## config.mk

```make
export PLATFORM = sky130hd
export DESIGN_NAME = frtc_top
export DESIGN_NICKNAME = d
export VERILOG_FILES = /design/src/core/frtc_pkg.sv /design/src/core/frtc_if.sv /design/src/core/frtc_top.sv /design/src/core/frtc_presc.sv /design/src/core/frtc_axil.sv
export SDC_FILE = /design/constraint.sdc
export NUM_CORES = 1
export LEC_CHECK = 0
export ABC_AREA = 0
export ABC_CLOCK_PERIOD_IN_PS = 2100
export BUFFER_PORTS_ARGS = -buffer_cell sky130_fd_sc_hd__clkbuf_2
export CORE_MARGIN = 2
export CORE_UTILIZATION = 44
export CTS_BUF_LIST = sky130_fd_sc_hd__clkbuf_4
export CTS_CLUSTER_DIAMETER = 60
export DETAILED_ROUTE_END_ITERATION = 6
export GPL_TIMING_DRIVEN = 0
export PLACE_DENSITY = 0.69
export SKIP_LAST_GASP = 1
export SLEW_MARGIN = 40
export SYNTH_ARGS = -nofsm -noshare
export SYNTH_HDL_FRONTEND = slang
export SYNTH_SLANG_ARGS = --single-unit
```

## constraint.sdc

```tcl
create_clock -name CORE_CLK -period 2.1 [get_ports CORE_CLK]
set_clock_uncertainty 0.05 [all_clocks]
set_input_delay 0.315 -clock CORE_CLK [delete_from_list [all_inputs] [get_ports CORE_CLK]]
set_output_delay 0.315 -clock CORE_CLK [all_outputs]
set_load 0.05 [all_outputs]
```

## src/core/frtc_pkg.sv

```systemverilog
// Constants shared by the free-running timer counter block.
// Assumes a 32-bit AXI4-Lite register bus with an 8-bit byte address.
package frtc_pkg;

  // ****************************************************
  // Register byte offsets
  // ****************************************************
  localparam logic [7:0] OFS_CNT_HI   = 8'h00;
  localparam logic [7:0] OFS_CNT_LO   = 8'h04;
  localparam logic [7:0] OFS_ALT_HI   = 8'h08;
  localparam logic [7:0] OFS_ALT_LO   = 8'h0C;
  localparam logic [7:0] OFS_STATUS   = 8'h10;
  localparam logic [7:0] OFS_CTRL1    = 8'h14;
  localparam logic [7:0] OFS_CTRL2    = 8'h18;
  localparam logic [7:0] OFS_IRQ_STAT = 8'h1C;
  localparam logic [7:0] OFS_IRQ_CLR  = 8'h20;
  localparam logic [7:0] OFS_IRQ_EN   = 8'h24;

  // ****************************************************
  // Field positions
  // ****************************************************
  localparam int STAT_OVF_BIT    = 0;
  localparam int CTRL1_OVF_IE    = 0;
  localparam int CTRL2_CS_LSB    = 0;
  localparam int CTRL2_EDGE_BIT  = 2;
  localparam int IRQ_OVF_BIT     = 0;
  localparam int IRQ_RELOAD_BIT  = 1;
  localparam int IRQ_W           = 2;

  // ****************************************************
  // Reset values and encodings
  // ****************************************************
  localparam logic [15:0] CNT_RESET  = 16'hFFFC;
  localparam logic [15:0] CNT_MAX    = 16'hFFFF;
  localparam logic [7:0]  CTRL_RESET = 8'h00;
  localparam logic [1:0]  CS_DIV2    = 2'h0;
  localparam logic [1:0]  CS_DIV4    = 2'h1;
  localparam logic [1:0]  CS_DIV8    = 2'h2;
  localparam logic [1:0]  CS_EXT     = 2'h3;
  localparam logic [2:0]  DIV_RESET  = 3'h0;
  localparam logic [1:0]  RESP_OKAY  = 2'h0;
  localparam logic [1:0]  RESP_SLVERR = 2'h2;

endpackage

```

## src/core/frtc_if.sv

```systemverilog
// Internal carriers between the timer core, its prescaler and its bus slave.
// Assumes all three run on the same core clock.
`timescale 1ns/1ps

interface frtc_tick_if;
  logic [1:0] sel;
  logic       edge_rise;
  logic       halt;
  logic       tick;
  modport presc (input sel, input edge_rise, input halt, output tick);
  modport core  (output sel, output edge_rise, output halt, input tick);
endinterface

interface frtc_reg_if;
  logic        wr_en;
  logic [7:0]  wr_addr;
  logic [31:0] wr_data;
  logic [3:0]  wr_strb;
  logic        wr_err;
  logic        rd_en;
  logic [7:0]  rd_addr;
  logic [31:0] rd_data;
  logic        rd_err;
  modport slave (output wr_en, output wr_addr, output wr_data, output wr_strb, input wr_err,
                 output rd_en, output rd_addr, input rd_data, input rd_err);
  modport regs  (input wr_en, input wr_addr, input wr_data, input wr_strb, output wr_err,
                 input rd_en, input rd_addr, output rd_data, output rd_err);
endinterface

```

## src/core/frtc_top.sv

```systemverilog
// Free-running 16-bit timer counter with prescaler, buffered byte reads and overflow flag.
// Assumes a single core clock, synchronous pins and an AXI4-Lite master for software.
//
// Added by the designer: the placing of the registers and register access over AXI4-Lite.
`timescale 1ns/1ps

module frtc_top
  import frtc_pkg::*;
#(
  parameter bit EXT_PIN_BONDED = 1'b1
)
(
  input  logic        CORE_CLK,
  input  logic        RST_B,
  input  logic        EXT_CLK_PIN,
  input  logic        HALT_MODE,
  input  logic        CPU_I_MASK,
  output logic        TIMER_IRQ,
  input  logic [7:0]  S_AXI_AWADDR,
  input  logic        S_AXI_AWVALID,
  output logic        S_AXI_AWREADY,
  input  logic [31:0] S_AXI_WDATA,
  input  logic [3:0]  S_AXI_WSTRB,
  input  logic        S_AXI_WVALID,
  output logic        S_AXI_WREADY,
  output logic [1:0]  S_AXI_BRESP,
  output logic        S_AXI_BVALID,
  input  logic        S_AXI_BREADY,
  input  logic [7:0]  S_AXI_ARADDR,
  input  logic        S_AXI_ARVALID,
  output logic        S_AXI_ARREADY,
  output logic [31:0] S_AXI_RDATA,
  output logic [1:0]  S_AXI_RRESP,
  output logic        S_AXI_RVALID,
  input  logic        S_AXI_RREADY
);

  // ****************************************************
  // Sub-blocks
  // ****************************************************
  frtc_tick_if tk ();
  frtc_reg_if  rg ();

  frtc_presc #(.EXT_PIN_BONDED (EXT_PIN_BONDED)) u_presc
  (
    .clk     (CORE_CLK),
    .rst_b   (RST_B),
    .ext_pin (EXT_CLK_PIN),
    .tk      (tk.presc)
  );

  frtc_axil u_axil
  (
    .clk     (CORE_CLK),
    .rst_b   (RST_B),
    .awaddr  (S_AXI_AWADDR),
    .awvalid (S_AXI_AWVALID),
    .awready (S_AXI_AWREADY),
    .wdata   (S_AXI_WDATA),
    .wstrb   (S_AXI_WSTRB),
    .wvalid  (S_AXI_WVALID),
    .wready  (S_AXI_WREADY),
    .bresp   (S_AXI_BRESP),
    .bvalid  (S_AXI_BVALID),
    .bready  (S_AXI_BREADY),
    .araddr  (S_AXI_ARADDR),
    .arvalid (S_AXI_ARVALID),
    .arready (S_AXI_ARREADY),
    .rdata   (S_AXI_RDATA),
    .rresp   (S_AXI_RRESP),
    .rvalid  (S_AXI_RVALID),
    .rready  (S_AXI_RREADY),
    .rg      (rg.slave)
  );

  // ****************************************************
  // State
  // ****************************************************
  logic [15:0]      cnt_r;
  logic [7:0]       low_buf_r;
  logic             latched_r;
  logic             ovf_flag_r;
  logic             clr_armed_r;
  logic [7:0]       ctrl1_r;
  logic [7:0]       ctrl2_r;
  logic [IRQ_W-1:0] irq_stat_r;
  logic [IRQ_W-1:0] irq_en_r;
  logic             irq_r;

  logic             wr_lo;
  logic             reload;
  logic             ovf_evt;
  logic             rd_hi;
  logic             rd_lo;
  logic             main_lo_acc;
  logic             rd_status;
  logic [IRQ_W-1:0] irq_evt;
  logic             irq_nxt;

  assign tk.sel       = ctrl2_r[CTRL2_CS_LSB +: 2];
  assign tk.edge_rise = ctrl2_r[CTRL2_EDGE_BIT];
  // Only halt gates counting; wait mode has no input here
  assign tk.halt      = HALT_MODE;

  // ****************************************************
  // Access decode
  // ****************************************************
  assign wr_lo  = rg.wr_en && rg.wr_strb[0] && (rg.wr_addr == OFS_CNT_LO || rg.wr_addr == OFS_ALT_LO);
  assign reload = wr_lo;
  assign rd_hi  = rg.rd_en && (rg.rd_addr == OFS_CNT_HI || rg.rd_addr == OFS_ALT_HI);
  assign rd_lo  = rg.rd_en && (rg.rd_addr == OFS_CNT_LO || rg.rd_addr == OFS_ALT_LO);
  // Alternate low byte is deliberately absent here
  assign main_lo_acc = (rg.rd_en && rg.rd_addr == OFS_CNT_LO)
                    || (rg.wr_en && rg.wr_addr == OFS_CNT_LO);
  assign rd_status = rg.rd_en && rg.rd_addr == OFS_STATUS;
  assign ovf_evt   = tk.tick && !reload && cnt_r == CNT_MAX;

  // ****************************************************
  // Counter
  // ****************************************************
  always_ff @(posedge CORE_CLK or negedge RST_B)
  begin
    if (!RST_B)
      cnt_r <= CNT_RESET;
    else if (reload)
      cnt_r <= CNT_RESET;
    else if (tk.tick)
      cnt_r <= 16'(cnt_r + 16'h0001);
  end

  // ****************************************************
  // Low byte buffer for two-byte reads
  // ****************************************************
  always_ff @(posedge CORE_CLK or negedge RST_B)
  begin
    if (!RST_B)
    begin
      low_buf_r <= 8'h00;
      latched_r <= 1'b0;
    end
    else if (rd_hi && !latched_r)
    begin
      low_buf_r <= cnt_r[7:0];
      latched_r <= 1'b1;
    end
    else if (rd_lo)
    begin
      latched_r <= 1'b0;
    end
  end

  // ****************************************************
  // Overflow flag and its two-step clear
  // ****************************************************
  always_ff @(posedge CORE_CLK or negedge RST_B)
  begin
    if (!RST_B)
    begin
      ovf_flag_r  <= 1'b0;
      clr_armed_r <= 1'b0;
    end
    else
    begin
      if (ovf_evt)
        ovf_flag_r <= 1'b1;
      else if (clr_armed_r && main_lo_acc)
        ovf_flag_r <= 1'b0;
      if (rd_status && ovf_flag_r)
        clr_armed_r <= 1'b1;
      else if (main_lo_acc || !ovf_flag_r)
        clr_armed_r <= 1'b0;
    end
  end

  // ****************************************************
  // Control registers
  // ****************************************************
  always_ff @(posedge CORE_CLK or negedge RST_B)
  begin
    if (!RST_B)
    begin
      ctrl1_r <= CTRL_RESET;
      ctrl2_r <= CTRL_RESET;
    end
    else if (rg.wr_en && rg.wr_strb[0])
    begin
      if (rg.wr_addr == OFS_CTRL1)
        ctrl1_r <= rg.wr_data[7:0];
      if (rg.wr_addr == OFS_CTRL2)
        ctrl2_r <= rg.wr_data[7:0];
    end
  end

  // ****************************************************
  // Interrupt status, clear and enable
  // ****************************************************
  always_comb
  begin
    irq_evt                 = '0;
    irq_evt[IRQ_OVF_BIT]    = ovf_evt;
    irq_evt[IRQ_RELOAD_BIT] = reload;
  end

  // A new event wins over a clear in the same cycle
  always_ff @(posedge CORE_CLK or negedge RST_B)
  begin
    if (!RST_B)
      irq_stat_r <= '0;
    else if (rg.wr_en && rg.wr_strb[0] && rg.wr_addr == OFS_IRQ_CLR)
      irq_stat_r <= (irq_stat_r & ~rg.wr_data[IRQ_W-1:0]) | irq_evt;
    else
      irq_stat_r <= irq_stat_r | irq_evt;
  end

  always_ff @(posedge CORE_CLK or negedge RST_B)
  begin
    if (!RST_B)
      irq_en_r <= '0;
    else if (rg.wr_en && rg.wr_strb[0] && rg.wr_addr == OFS_IRQ_EN)
      irq_en_r <= rg.wr_data[IRQ_W-1:0];
  end

  assign irq_nxt = (ovf_flag_r && ctrl1_r[CTRL1_OVF_IE] && !CPU_I_MASK)
                || (|(irq_stat_r & irq_en_r));

  always_ff @(posedge CORE_CLK or negedge RST_B)
  begin
    if (!RST_B)
      irq_r <= 1'b0;
    else
      irq_r <= irq_nxt;
  end

  assign TIMER_IRQ = irq_r;

  // ****************************************************
  // Read data and address errors
  // ****************************************************
  always_comb
  begin
    rg.rd_data = 32'h00000000;
    rg.rd_err  = 1'b0;
    case (rg.rd_addr)
      OFS_CNT_HI, OFS_ALT_HI: rg.rd_data[7:0] = cnt_r[15:8];
      OFS_CNT_LO, OFS_ALT_LO: rg.rd_data[7:0] = latched_r ? low_buf_r : cnt_r[7:0];
      OFS_STATUS:             rg.rd_data[STAT_OVF_BIT] = ovf_flag_r;
      OFS_CTRL1:              rg.rd_data[7:0] = ctrl1_r;
      OFS_CTRL2:              rg.rd_data[7:0] = ctrl2_r;
      OFS_IRQ_STAT:           rg.rd_data[IRQ_W-1:0] = irq_stat_r;
      OFS_IRQ_EN:             rg.rd_data[IRQ_W-1:0] = irq_en_r;
      OFS_IRQ_CLR:            rg.rd_data = 32'h00000000;
      default:                rg.rd_err = 1'b1;
    endcase
  end

  always_comb
  begin
    case (rg.wr_addr)
      OFS_CNT_HI, OFS_CNT_LO, OFS_ALT_HI, OFS_ALT_LO, OFS_STATUS,
      OFS_CTRL1, OFS_CTRL2, OFS_IRQ_STAT, OFS_IRQ_CLR, OFS_IRQ_EN: rg.wr_err = 1'b0;
      default:                                                     rg.wr_err = 1'b1;
    endcase
  end

  // ****************************************************
  // Checks
  // ****************************************************
  cnt_advance_a: assert property (@(posedge CORE_CLK) disable iff (!RST_B)
    (tk.tick && !reload) |=> cnt_r == 16'($past(cnt_r) + 16'h0001))
    else $error("counter did not advance by one");

  cnt_reload_a: assert property (@(posedge CORE_CLK) disable iff (!RST_B)
    reload |=> cnt_r == CNT_RESET)
    else $error("low byte write did not reload counter");

  halt_hold_a: assert property (@(posedge CORE_CLK) disable iff (!RST_B)
    (HALT_MODE ##1 (HALT_MODE && !reload)) |=> $stable(cnt_r))
    else $error("counter moved during halt");

  ovf_set_a: assert property (@(posedge CORE_CLK) disable iff (!RST_B)
    (tk.tick && !reload && cnt_r == CNT_MAX) |=> (ovf_flag_r && cnt_r == 16'h0000))
    else $error("wrap did not set overflow flag");

  ovf_keep_a: assert property (@(posedge CORE_CLK) disable iff (!RST_B)
    (ovf_flag_r && !(clr_armed_r && main_lo_acc)) |=> ovf_flag_r)
    else $error("overflow flag cleared without two steps");

  alt_noclr_a: assert property (@(posedge CORE_CLK) disable iff (!RST_B)
    (ovf_flag_r && rg.rd_en && rg.rd_addr == OFS_ALT_LO) |=> ovf_flag_r)
    else $error("alternate low read cleared overflow");

  hi_latch_a: assert property (@(posedge CORE_CLK) disable iff (!RST_B)
    (rd_hi && !latched_r) |=> (latched_r && low_buf_r == $past(cnt_r[7:0])))
    else $error("high read did not latch low byte");

  buf_freeze_a: assert property (@(posedge CORE_CLK) disable iff (!RST_B)
    (latched_r && !rd_lo) |=> (latched_r && $stable(low_buf_r)))
    else $error("latched low byte did not stay frozen");

  buf_read_a: assert property (@(posedge CORE_CLK) disable iff (!RST_B)
    (rd_lo && latched_r) |-> rg.rd_data == {24'h000000, low_buf_r})
    else $error("low read did not return latched byte");

  low_unlatch_a: assert property (@(posedge CORE_CLK) disable iff (!RST_B)
    rd_lo |=> !latched_r)
    else $error("low read did not end the pair");

  live_low_a: assert property (@(posedge CORE_CLK) disable iff (!RST_B)
    (rd_lo && !latched_r) |-> rg.rd_data == {24'h000000, cnt_r[7:0]})
    else $error("lone low read not live");

  irq_gate_a: assert property (@(posedge CORE_CLK) disable iff (!RST_B)
    (ovf_flag_r && ctrl1_r[CTRL1_OVF_IE] && !CPU_I_MASK) |=> TIMER_IRQ)
    else $error("overflow interrupt not raised");

  // Interrupt must stay low when no enabled source is pending
  irq_quiet_a: assert property (@(posedge CORE_CLK) disable iff (!RST_B)
    (!(ovf_flag_r && ctrl1_r[CTRL1_OVF_IE] && !CPU_I_MASK) && !(|(irq_stat_r & irq_en_r))) |=> !TIMER_IRQ)
    else $error("interrupt raised without enabled source");

  ovf_clear_a: assert property (@(posedge CORE_CLK) disable iff (!RST_B)
    (clr_armed_r && main_lo_acc && !ovf_evt) |=> !ovf_flag_r)
    else $error("two-step clear did not clear overflow");

  ovf_spurious_a: assert property (@(posedge CORE_CLK) disable iff (!RST_B)
    (cnt_r != CNT_MAX && !ovf_flag_r) |=> !ovf_flag_r)
    else $error("overflow flag set without wrap");

endmodule

```

## src/core/frtc_presc.sv

```systemverilog
// Timer clock prescaler: core clock divided by 2, 4 or 8, or external pin edges.
// Assumes the external pin changes at most once per four core clocks.
`timescale 1ns/1ps

module frtc_presc
  import frtc_pkg::*;
#(
  parameter bit EXT_PIN_BONDED = 1'b1
)
(
  input  logic           clk,
  input  logic           rst_b,
  input  logic           ext_pin,
  frtc_tick_if.presc     tk
);

  logic [2:0] div_r;
  logic       sync1_r;
  logic       sync2_r;
  logic       sync3_r;
  logic       tick_r;
  logic       pin_lvl;
  logic       ext_edge;
  logic       tick_nxt;

  // Unbonded pin reads as one
  assign pin_lvl = EXT_PIN_BONDED ? ext_pin : 1'b1;

  always_ff @(posedge clk or negedge rst_b)
  begin
    if (!rst_b)
    begin
      sync1_r <= 1'b1;
      sync2_r <= 1'b1;
      sync3_r <= 1'b1;
    end
    else
    begin
      sync1_r <= pin_lvl;
      sync2_r <= sync1_r;
      sync3_r <= sync2_r;
    end
  end

  // Chosen edge of the synchronised pin
  assign ext_edge = tk.edge_rise ? (sync2_r & ~sync3_r) : (~sync2_r & sync3_r);

  always_comb
  begin
    case (tk.sel)
      CS_DIV2: tick_nxt = div_r[0];
      CS_DIV4: tick_nxt = &div_r[1:0];
      CS_DIV8: tick_nxt = &div_r;
      CS_EXT:  tick_nxt = ext_edge;
      default: tick_nxt = 1'b0;
    endcase
  end

  // Divider holds in halt; reset value makes twin timers run in step
  always_ff @(posedge clk or negedge rst_b)
  begin
    if (!rst_b)
    begin
      div_r  <= DIV_RESET;
      tick_r <= 1'b0;
    end
    else if (tk.halt)
    begin
      tick_r <= 1'b0;
    end
    else
    begin
      div_r  <= 3'(div_r + 3'h1);
      tick_r <= tick_nxt;
    end
  end

  assign tk.tick = tick_r;

  div2_rate_a: assert property (@(posedge clk) disable iff (!rst_b)
    (tk.sel == CS_DIV2 && $stable(tk.sel) && !tk.halt && tick_r) |=> !tick_r ##1 (tick_r || tk.halt))
    else $error("divide by two tick spacing wrong");

endmodule

```

## src/core/frtc_axil.sv

```systemverilog
// AXI4-Lite slave front end: turns bus transfers into one-cycle register strobes.
// Assumes one write and one read at most in flight; answers one cycle after commit.
`timescale 1ns/1ps

module frtc_axil
  import frtc_pkg::*;
(
  input  logic        clk,
  input  logic        rst_b,
  input  logic [7:0]  awaddr,
  input  logic        awvalid,
  output logic        awready,
  input  logic [31:0] wdata,
  input  logic [3:0]  wstrb,
  input  logic        wvalid,
  output logic        wready,
  output logic [1:0]  bresp,
  output logic        bvalid,
  input  logic        bready,
  input  logic [7:0]  araddr,
  input  logic        arvalid,
  output logic        arready,
  output logic [31:0] rdata,
  output logic [1:0]  rresp,
  output logic        rvalid,
  input  logic        rready,
  frtc_reg_if.slave   rg
);

  logic [7:0]  awaddr_r;
  logic [31:0] wdata_r;
  logic [3:0]  wstrb_r;
  logic        aw_full_r;
  logic        w_full_r;
  logic        commit;

  assign commit = aw_full_r && w_full_r && !bvalid;

  always_ff @(posedge clk or negedge rst_b)
  begin
    if (!rst_b)
    begin
      awaddr_r  <= 8'h00;
      wdata_r   <= 32'h00000000;
      wstrb_r   <= 4'h0;
      aw_full_r <= 1'b0;
      w_full_r  <= 1'b0;
      awready   <= 1'b1;
      wready    <= 1'b1;
      bvalid    <= 1'b0;
      bresp     <= RESP_OKAY;
    end
    else
    begin
      if (awvalid && awready)
      begin
        awaddr_r  <= awaddr;
        aw_full_r <= 1'b1;
        awready   <= 1'b0;
      end
      if (wvalid && wready)
      begin
        wdata_r  <= wdata;
        wstrb_r  <= wstrb;
        w_full_r <= 1'b1;
        wready   <= 1'b0;
      end
      if (commit)
      begin
        aw_full_r <= 1'b0;
        w_full_r  <= 1'b0;
        bvalid    <= 1'b1;
        bresp     <= rg.wr_err ? RESP_SLVERR : RESP_OKAY;
      end
      else if (bvalid && bready)
      begin
        bvalid  <= 1'b0;
        awready <= 1'b1;
        wready  <= 1'b1;
      end
    end
  end

  always_ff @(posedge clk or negedge rst_b)
  begin
    if (!rst_b)
    begin
      arready <= 1'b1;
      rvalid  <= 1'b0;
      rdata   <= 32'h00000000;
      rresp   <= RESP_OKAY;
    end
    else if (arvalid && arready)
    begin
      arready <= 1'b0;
      rvalid  <= 1'b1;
      rdata   <= rg.rd_data;
      rresp   <= rg.rd_err ? RESP_SLVERR : RESP_OKAY;
    end
    else if (rvalid && rready)
    begin
      rvalid  <= 1'b0;
      arready <= 1'b1;
    end
  end

  assign rg.wr_en   = commit;
  assign rg.wr_addr = awaddr_r;
  assign rg.wr_data = wdata_r;
  assign rg.wr_strb = wstrb_r;
  assign rg.rd_en   = arvalid && arready;
  assign rg.rd_addr = araddr;

endmodule

```

==> results of run 1 <==
-- metal layers --
layer | up-vias | track usage (%)
met1 | 1454 | 26.38
li1 | 1464 | -
met5 | - | 0
met4 | 0 | 4.555
met3 | 9 | 3.661
met2 | 84 | 28.87
-- Yosys cell counts (4+ instances only) --
| master | n | share of area [%] |
|---|---|---|
| sky130_fd_sc_hd__nand2_1 | 35 | 3.0 |
| sky130_fd_sc_hd__o21ai_0 | 15 | 1.7 |
| sky130_fd_sc_hd__dfrtp_1 | 69 | 40 |
| sky130_fd_sc_hd__dfstp_2 | 20 | 12 |
| sky130_fd_sc_hd__and3_1 | 4 | 0.58 |
| sky130_fd_sc_hd__xor2_1 | 11 | 2.2 |
| sky130_fd_sc_hd__a32oi_1 | 5 | 1.0 |
| sky130_fd_sc_hd__inv_1 | 8 | 0.69 |
| sky130_fd_sc_hd__nor2_1 | 17 | 1.5 |
| sky130_fd_sc_hd__mux2_4 | 8 | 2.8 |
| sky130_fd_sc_hd__mux2i_1 | 10 | 2.3 |
| sky130_fd_sc_hd__nand4_1 | 10 | 1.4 |
| sky130_fd_sc_hd__mux2_2 | 40 | 10 |
| sky130_fd_sc_hd__a21oi_1 | 10 | 1.2 |
| sky130_fd_sc_hd__a22o_1 | 7 | 1.4 |
| sky130_fd_sc_hd__clkbuf_1 | 8 | 0.69 |
| sky130_fd_sc_hd__nand3_1 | 8 | 0.93 |
| sky130_fd_sc_hd__nor2b_1 | 10 | 1.4 |
| sky130_fd_sc_hd__buf_4 | 26 | 4.5 |
-- final timing paths --
check | start | endpoint | cells past startpoint
setup reg to reg | u_axil.arready | low_buf_r[7] | 6
hold reg to reg | u_presc.sync1_r | u_presc.sync2_r | 0
setup / recovery | u_axil.arready | low_buf_r[7] | 6
hold / removal | S_AXI_RREADY | u_axil.rvalid | 2
min in group asynchronous | RST_B | cnt_r[0] | 2
max in group asynchronous | RST_B | cnt_r[14] | 3
-- where the power goes --
group          switching (W)  internal, W  total, W
sequential          0.000398      0.00214   0.00254
combinational       0.000607     0.000508   0.00111
clock               0.000621     0.000493   0.00111
-- cell families (layout without fill, tap and decap cells) --
family	Yosys count	in the layout	share of synthesized area, %
compound gates	55	55	8.396
xor+xnor	14	14	2.837
fa+ha+maj	3	3	0.8687
buf+inv	45	118	6.398
flops	89	89	52.11
mux	59	59	16.04
other cells	1	26	0.08677
simple gates	105	105	13.26
-- critical path, delay by kind of cell, from the launching register on --
| family | cells | cell delay, ns |
|---|---|---|
| flops | 1 | 0.57 |
| simple gates | 4 | 0.75 |
| mux | 1 | 0.34 |
| buf+inv | 1 | 0.21 |
-- through the flow --
| stage | area [sq um] | setup TNS [ns] |
|---|---|---|
| 6_report | 5112 | 0 |
| 5_1_grt | 5112 | -0.05844 |
| 4_1_cts | 5079 | 0 |
| 3_5_place_dp | 4860 | -0.4486 |
| 3_3_place_gp | 4823 | -21.31 |
| 2_1_floorplan | 4417 | 0 |
-- final cells by class --
class | count | share of cell area, %
clock inverter | 7 | 1.982
tap | 133 | 3.255
clock buffer | 9 | 1.322
multi-input combinational | 262 | 37.08
timing repair buffer | 57 | 6.877
sequential | 89 | 44.08
inverter | 8 | 0.5874
buffer | 37 | 4.821
-- flip-flops by register name, indices dropped and copies added, names as in the netlist, 2 cells and up --
name	count
ctrl1_r	8
cnt_r	16
u_presc.div_r	3
low_buf_r	8
irq_stat_r	2
u_axil.rg.wr_addr	8
irq_en_r	2
u_axil.rdata	8
ctrl2_r	8
u_axil.rg.wr_data	8
-- what timing repair did --
| action | CTS | global route |
|---|---|---|
| resized for setup | 0 | 1 |
| endpoints found under the setup margin | 0 | 16 |
| endpoints found under the hold margin | 33 | 1 |
| buffers inserted | 0 | 2 |
| hold buffers | 5 | 1 |
-- cells in the final DEF, fill, tap and decap left out, types with 6 or more instances in the layout --
| master | n |
|---|---|
| sky130_fd_sc_hd__a21oi_1 | 10 |
| sky130_fd_sc_hd__a22o_1 | 7 |
| sky130_fd_sc_hd__buf_4 | 28 |
| sky130_fd_sc_hd__clkbuf_1 | 8 |
| sky130_fd_sc_hd__clkbuf_2 | 47 |
| sky130_fd_sc_hd__clkbuf_4 | 9 |
| sky130_fd_sc_hd__conb_1 | 26 |
| sky130_fd_sc_hd__dfrtp_1 | 68 |
| sky130_fd_sc_hd__dfstp_2 | 20 |
| sky130_fd_sc_hd__dlygate4sd3_1 | 6 |
| sky130_fd_sc_hd__inv_1 | 8 |
| sky130_fd_sc_hd__mux2_2 | 40 |
| sky130_fd_sc_hd__mux2_4 | 8 |
| sky130_fd_sc_hd__mux2i_1 | 10 |
| sky130_fd_sc_hd__nand2_1 | 34 |
| sky130_fd_sc_hd__nand3_1 | 8 |
| sky130_fd_sc_hd__nand4_1 | 10 |
| sky130_fd_sc_hd__nor2_1 | 17 |
| sky130_fd_sc_hd__nor2b_1 | 10 |
| sky130_fd_sc_hd__o21ai_0 | 15 |
| sky130_fd_sc_hd__xor2_1 | 11 |
==> qor.json, run 1 <==
{
  "min_path_type": {"value": "in2reg"},
  "boundaryPins": {"value": 104},
  "drt_iter0_drc": {"value": 124},
  "floorplan.initialDensity": {"value": 44.83, "unit": "%"},
  "via_per_inst": {"value": 5.002},
  "fmaxAchievable": {"value": 494.6, "unit": "MHz"},
  "post-route-drc-count": {"value": 0},
  "core-area": {"value": 9639, "unit": "sq um"},
  "top_signal_layer_used": {"value": "met4"},
  "first_global_vias": {"value": 2919},
  "timing.max_slew.rel_slack": {"value": 58.78, "unit": "%"},
  "synth_cells": {"value": 371},
  "final_max_slew_viol_count": {"value": 0},
  "flow.area_growth_from_synthesis": {"value": 18.30, "unit": "%"},
  "drt-pass1-iter-count": {"value": 4},
  "grt_pass1_wl": {"value": 14.98, "unit": "mm"},
  "worst_setup_path_end_kind": {"value": "register"},
  "final_core_util": {"value": 53.04, "unit": "%"},
  "yosys_register_bits": {"value": 89},
  "diodes": {"value": 0},
  "multi_input_area": {"value": 1896, "unit": "sq um"},
  "syn_area_per_cell": {"value": 11.65, "unit": "sq um"},
  "globalplace.congestion": {"value": 0.8847},
  "worstSetupStartpointType": {"value": "register"},
  "path_clk_slew": {"value": 0.15, "unit": "ns"},
  "antenna_violations_before_repair": {"value": 0},
  "die-height": {"value": 103.1, "unit": "um"},
  "post-route-period-util": {"value": 96.28, "unit": "%"},
  "setup_ws": {"value": 0.07812, "unit": "ns"},
  "fraction_of_layout_instances_using_a_drive_strength_above_1": {"value": 36.46, "unit": "%"},
  "synthFlopType": {"value": "sky130_fd_sc_hd__dfrtp_1"},
  "globalRouteOverflowTotal": {"value": 0},
  "cts_tree": {"value": "built"},
  "critPathRequiredTime": {"value": 2.38, "unit": "ns"},
  "drv_cap": {"value": 0},
  "critical_path_class": {"value": "reg2reg"},
  "synth_sequential_area_ratio": {"value": 52.11, "unit": "%"},
  "placement.io_buffers": {"value": 48},
  "synth-async-reset-ratio": {"value": 100.0, "unit": "%"},
  "ys.warnings.count": {"value": 0},
  "dpl_wire_length": {"value": 6.855, "unit": "mm"},
  "die_width": {"value": 103.1, "unit": "um"},
  "cpPeakStageDelay": {"value": 0.57, "unit": "ns"},
  "htree_num_levels": {"value": 3},
  "wirelength_met1": {"value": 4.226, "unit": "mm"},
  "critical_path.cell_chain": {"value": "nand2_1 -> nor2_1 -> nand2_2 -> nor4_4 -> buf_4 -> mux2_2"},
  "grt_start_max_net_pins": {"value": 61},
  "place_worst_setup_slack": {"value": -0.1302, "unit": "ns"},
  "met3RoutedLength": {"value": 472, "unit": "um"},
  "outcome": {"value": "finished, final reports clean"},
  "totalWireLength": {"value": 9.145, "unit": "mm"},
  "wl_per_cell": {"value": 15.19, "unit": "um"},
  "r2r_setup_slack": {"value": 0.08, "unit": "ns"},
  "finalCriticalPeriod": {"value": 2.022, "unit": "ns"},
  "static_leakage_power": {"value": 2.477, "unit": "nW"},
  "numPlacedInstances": {"value": 578},
  "synth_cell_types": {"value": 49},
  "ant_nets": {"value": 0},
  "aggregate_global_route_resource_usage": {"value": 18.39, "unit": "%"},
  "tritoncts_num_sinks": {"value": 89},
  "finalSetupViolations": {"value": 0},
  "worst_pin_slew": {"value": 0.6170, "unit": "ns"},
  "finalHoldViolations": {"value": 0},
  "critPathArrivalTime": {"value": 2.30, "unit": "ns"},
  "nets": {"value": 529},
  "routed-via-count": {"value": 3011},
  "die_outline_area": {"value": 10630, "unit": "sq um"},
  "synth_enable_flop_cells": {"value": 0},
  "met2RoutedLength": {"value": 4.328, "unit": "mm"},
  "regArea": {"value": 2253, "unit": "sq um"},
  "worstSkewPairLatency": {"value": 0.44, "unit": "ns"},
  "finalHoldWorstSlack": {"value": 0.01801, "unit": "ns"},
  "crit_path_max_fanout": {"value": 7},
  "std_cell_rows": {"value": 36},
  "vdd_ir_drop_max": {"value": 0.6327, "unit": "mV"},
  "final.fill_count": {"value": 898},
  "design_power_total": {"value": 0.004771, "unit": "W"},
  "synth.cell_area": {"value": 4322, "unit": "sq um"},
  "root_cell_of_the_clock_tree": {"value": "sky130_fd_sc_hd__clkbuf_4"},
  "worst_path_max_delay_cell": {"value": "sky130_fd_sc_hd__dfstp_2"},
  "ctsLongestPathBuffers": {"value": 2},
  "post_layout_nonfiller_instances": {"value": 602},
  "cts_inserted_buffers": {"value": 9},
  "power_per_cell_area": {"value": 933.2, "unit": "nW/um^2"}
}
No activity file was read; power rests on OpenSTA's default activity.
==> run 2: changes to the inputs <==
--- a/config.mk
+++ b/config.mk
@@ -15,6 +15,7 @@
 export DETAILED_ROUTE_END_ITERATION = 6
 export GPL_TIMING_DRIVEN = 0
 export PLACE_DENSITY = 0.69
+export REMOVE_ABC_BUFFERS = 1
 export SKIP_LAST_GASP = 1
 export SLEW_MARGIN = 40
 export SYNTH_ARGS = -nofsm -noshare
==> run 2 against run 1 <==
Net effect:
- worst setup slack improved by 0.014 ns
- combinational power about the same
- first-iteration DRC count increased by 0.81%
- cell area decreased by 4.1%
- cell count decreased by 5.0%
- hold slack improved by 0.0050 ns
- global-route usage decreased by 1.2 points
- clock power decreased by 14%
- sequential share of layout area increased by 1.9 points
- non-clock buffer count decreased by 30
- largest power group unchanged
- critical path type unchanged
- register-to-register slack about the same
==> qor.json, run 2 (synthesized netlist as in run 1, its figures left out) <==
{
  "std_cell_rows": {"value": 36},
  "setup_ws": {"value": 0.09173, "unit": "ns"},
  "post-route-drc-count": {"value": 0},
  "drv_cap": {"value": 0},
  "dpl-instance-area": {"value": 4622, "unit": "sq um"},
  "totalWireLength": {"value": 8.624, "unit": "mm"},
  "die_outline_area": {"value": 10630, "unit": "sq um"},
  "antenna_violations_before_repair": {"value": 0},
  "ctsLongestPathBuffers": {"value": 2},
  "root_cell_of_the_clock_tree": {"value": "sky130_fd_sc_hd__clkbuf_4"},
  "static_leakage_power": {"value": 2.344, "unit": "nW"},
  "power_per_cell_area": {"value": 932.5, "unit": "nW/um^2"},
  "fraction_of_layout_instances_using_a_drive_strength_above_1": {"value": 33.94, "unit": "%"},
  "clock_power_share": {"value": 20.8, "unit": "%"},
  "routed-via-count": {"value": 2946},
  "die_width": {"value": 103.1, "unit": "um"},
  "worst_path_max_delay_cell": {"value": "sky130_fd_sc_hd__or3b_4"},
  "final_max_slew_viol_count": {"value": 0},
  "worst_setup_path_end_kind": {"value": "register"},
  "boundaryPins": {"value": 104},
  "wl_per_cell": {"value": 15.08, "unit": "um"},
  "diodes": {"value": 0},
  "dpl_wire_length": {"value": 6.236, "unit": "mm"},
  "timing.max_slew.rel_slack": {"value": 51.98, "unit": "%"},
  "power_switching_share": {"value": 34.36, "unit": "%"},
  "worstSkewPairLatency": {"value": 0.44, "unit": "ns"},
  "post-route-period-util": {"value": 95.63, "unit": "%"},
  "critical_path.top_delay_family": {"value": "simple AND/OR/NAND/NOR gates"},
  "worst-path-buf-inv": {"value": 0},
  "cts_tree": {"value": "built"},
  "worstSetupStartpointType": {"value": "register"},
  "final_cell_mix": {"value": "sky130_fd_sc_hd__dfrtp_1, sky130_fd_sc_hd__clkbuf_2, sky130_fd_sc_hd__mux2_2"},
  "worst_pin_slew": {"value": 0.7138, "unit": "ns"},
  "placement.io_buffers": {"value": 50},
  "min_path_type": {"value": "in2reg"},
  "grt_start_max_net_pins": {"value": 49},
  "grt_pass1_wl": {"value": 14.04, "unit": "mm"},
  "cpPeakStageDelay": {"value": 0.50, "unit": "ns"},
  "regMostFlops": {"value": "cnt_r"},
  "finalHoldViolations": {"value": 0},
  "critical_path_class": {"value": "reg2reg"},
  "globalRouteOverflowTotal": {"value": 0},
  "fmaxAchievable": {"value": 497.9, "unit": "MHz"},
  "aggregate_global_route_resource_usage": {"value": 17.24, "unit": "%"},
  "mostFrequentLayoutCell": {"value": "sky130_fd_sc_hd__dfrtp_1"},
  "finalCriticalPeriod": {"value": 2.008, "unit": "ns"},
  "cellInternalPower": {"value": 0.003000, "unit": "W"},
  "layout.cell_area.non_filler": {"value": 4902, "unit": "sq um"},
  "critical_path.cell_chain": {"value": "nand3b_4 -> nor4_4 -> nand4_1 -> or3b_4 -> mux2_4"},
  "floorplan.initialDensity": {"value": 44.83, "unit": "%"},
  "drt-pass1-iter-count": {"value": 4},
  "place_worst_setup_slack": {"value": -0.2082, "unit": "ns"},
  "pwr-share-seq": {"value": 55.6, "unit": "%"},
  "finalHoldWorstSlack": {"value": 0.02300, "unit": "ns"},
  "finalSetupViolations": {"value": 0},
  "htree_num_levels": {"value": 3},
  "combinational_fraction_of_design_power": {"value": 23.6, "unit": "%"},
  "flow.area_growth_from_synthesis": {"value": 13.43, "unit": "%"},
  "ant_nets": {"value": 0},
  "cts_inserted_buffers": {"value": 9},
  "outcome": {"value": "finished, final reports clean"},
  "core-area": {"value": 9639, "unit": "sq um"},
  "vdd_ir_drop_max": {"value": 0.7315, "unit": "mV"},
  "crit_path_max_fanout": {"value": 8},
  "tritoncts_num_sinks": {"value": 89},
  "drt_iter0_drc": {"value": 125},
  "critPathRequiredTime": {"value": 2.39, "unit": "ns"},
  "power.net_switching": {"value": 0.001571, "unit": "W"},
  "via_per_inst": {"value": 5.150},
  "path_clk_slew": {"value": 0.13, "unit": "ns"},
  "largest_register_ffs": {"value": 16},
  "nets": {"value": 499},
  "critPathArrivalTime": {"value": 2.29, "unit": "ns"},
  "die-height": {"value": 103.1, "unit": "um"},
  "globalplace.congestion": {"value": 0.8239},
  "first_global_vias": {"value": 2864}
}
==> run 2: cell types whose count changed in the layout (fill, tap and decap cells not counted), moves of 2 or more <==
cell / delta
sky130_fd_sc_hd__buf_4: -23
sky130_fd_sc_hd__clkbuf_2: +2
sky130_fd_sc_hd__buf_2: -2
sky130_fd_sc_hd__clkbuf_1: -8
==> run 2: power groups by stage <==
stage | clock network (W) | registers (W) | logic [W]
after floorplan | 0 | 0.00260 | 0.000684
after global placement | 0 | 0.00255 | 0.00101
after detailed placement | 0 | 0.00257 | 0.00107
after CTS | 0.000988 | 0.00254 | 0.00109
after global routing | 0.00105 | 0.00261 | 0.00120
final | 0.000951 | 0.00254 | 0.00108
==> run 2: path summary, 6_finish.rpt <==
kind | start | endpoint | slack (ns) | cells past startpoint
max in group asynchronous | RST_B | cnt_r[2] | 1.10 | 3
setup reg to reg | u_axil.bvalid | ctrl2_r[7] | 0.09 | 5
min in group asynchronous | RST_B | u_axil.aw_full_r | 0.28 | 2
hold / removal | S_AXI_RREADY | u_axil.rvalid | 0.02 | 2
setup / recovery | u_axil.bvalid | ctrl2_r[7] | 0.09 | 5
hold reg to reg | u_presc.sync1_r | u_presc.sync2_r | 0.32 | 0
==> run 2: layout make-up <==
type,instances,area [sq um]
clock inverters,6,66.31
fillers,907,4737
well taps,133,166.4
flip-flops and latches,89,2252
multi-input cells,262,1907
clock buffers,10,75.07
repair buffers,64,405.4
inverters,8,30.03
==> run 2: routing by layer <==
layer / GRT usage, % / share of wire, %
met5: 0 / 0
met4: 4.352 / 1.3
met3: 4.949 / 6.5
met2: 26.97 / 46
met1: 23.78 / 46
==> run 2: repair_timing <==
action / CTS / global route
hold endpoints to repair: 39 / 0
endpoints found under the setup margin: 16 / 20
hold buffers: 7 / 0
setup buffers: 2 / 4
pin swaps: 1 / 2
gates resized for setup: 4 / 3
==> run 2: through the flow <==
stage	setup TNS, ns	total power, W	util, %	std cells
2_1_floorplan	-1.841	0.003289	-	359
5_1_grt	-0.01395	0.004859	50.86	572
6_report	0	0.004571	50.86	572
3_3_place_gp	-21.85	0.003562	47.57	542
4_1_cts	0	0.004613	50.40	568
3_5_place_dp	-2.465	0.003640	47.95	543
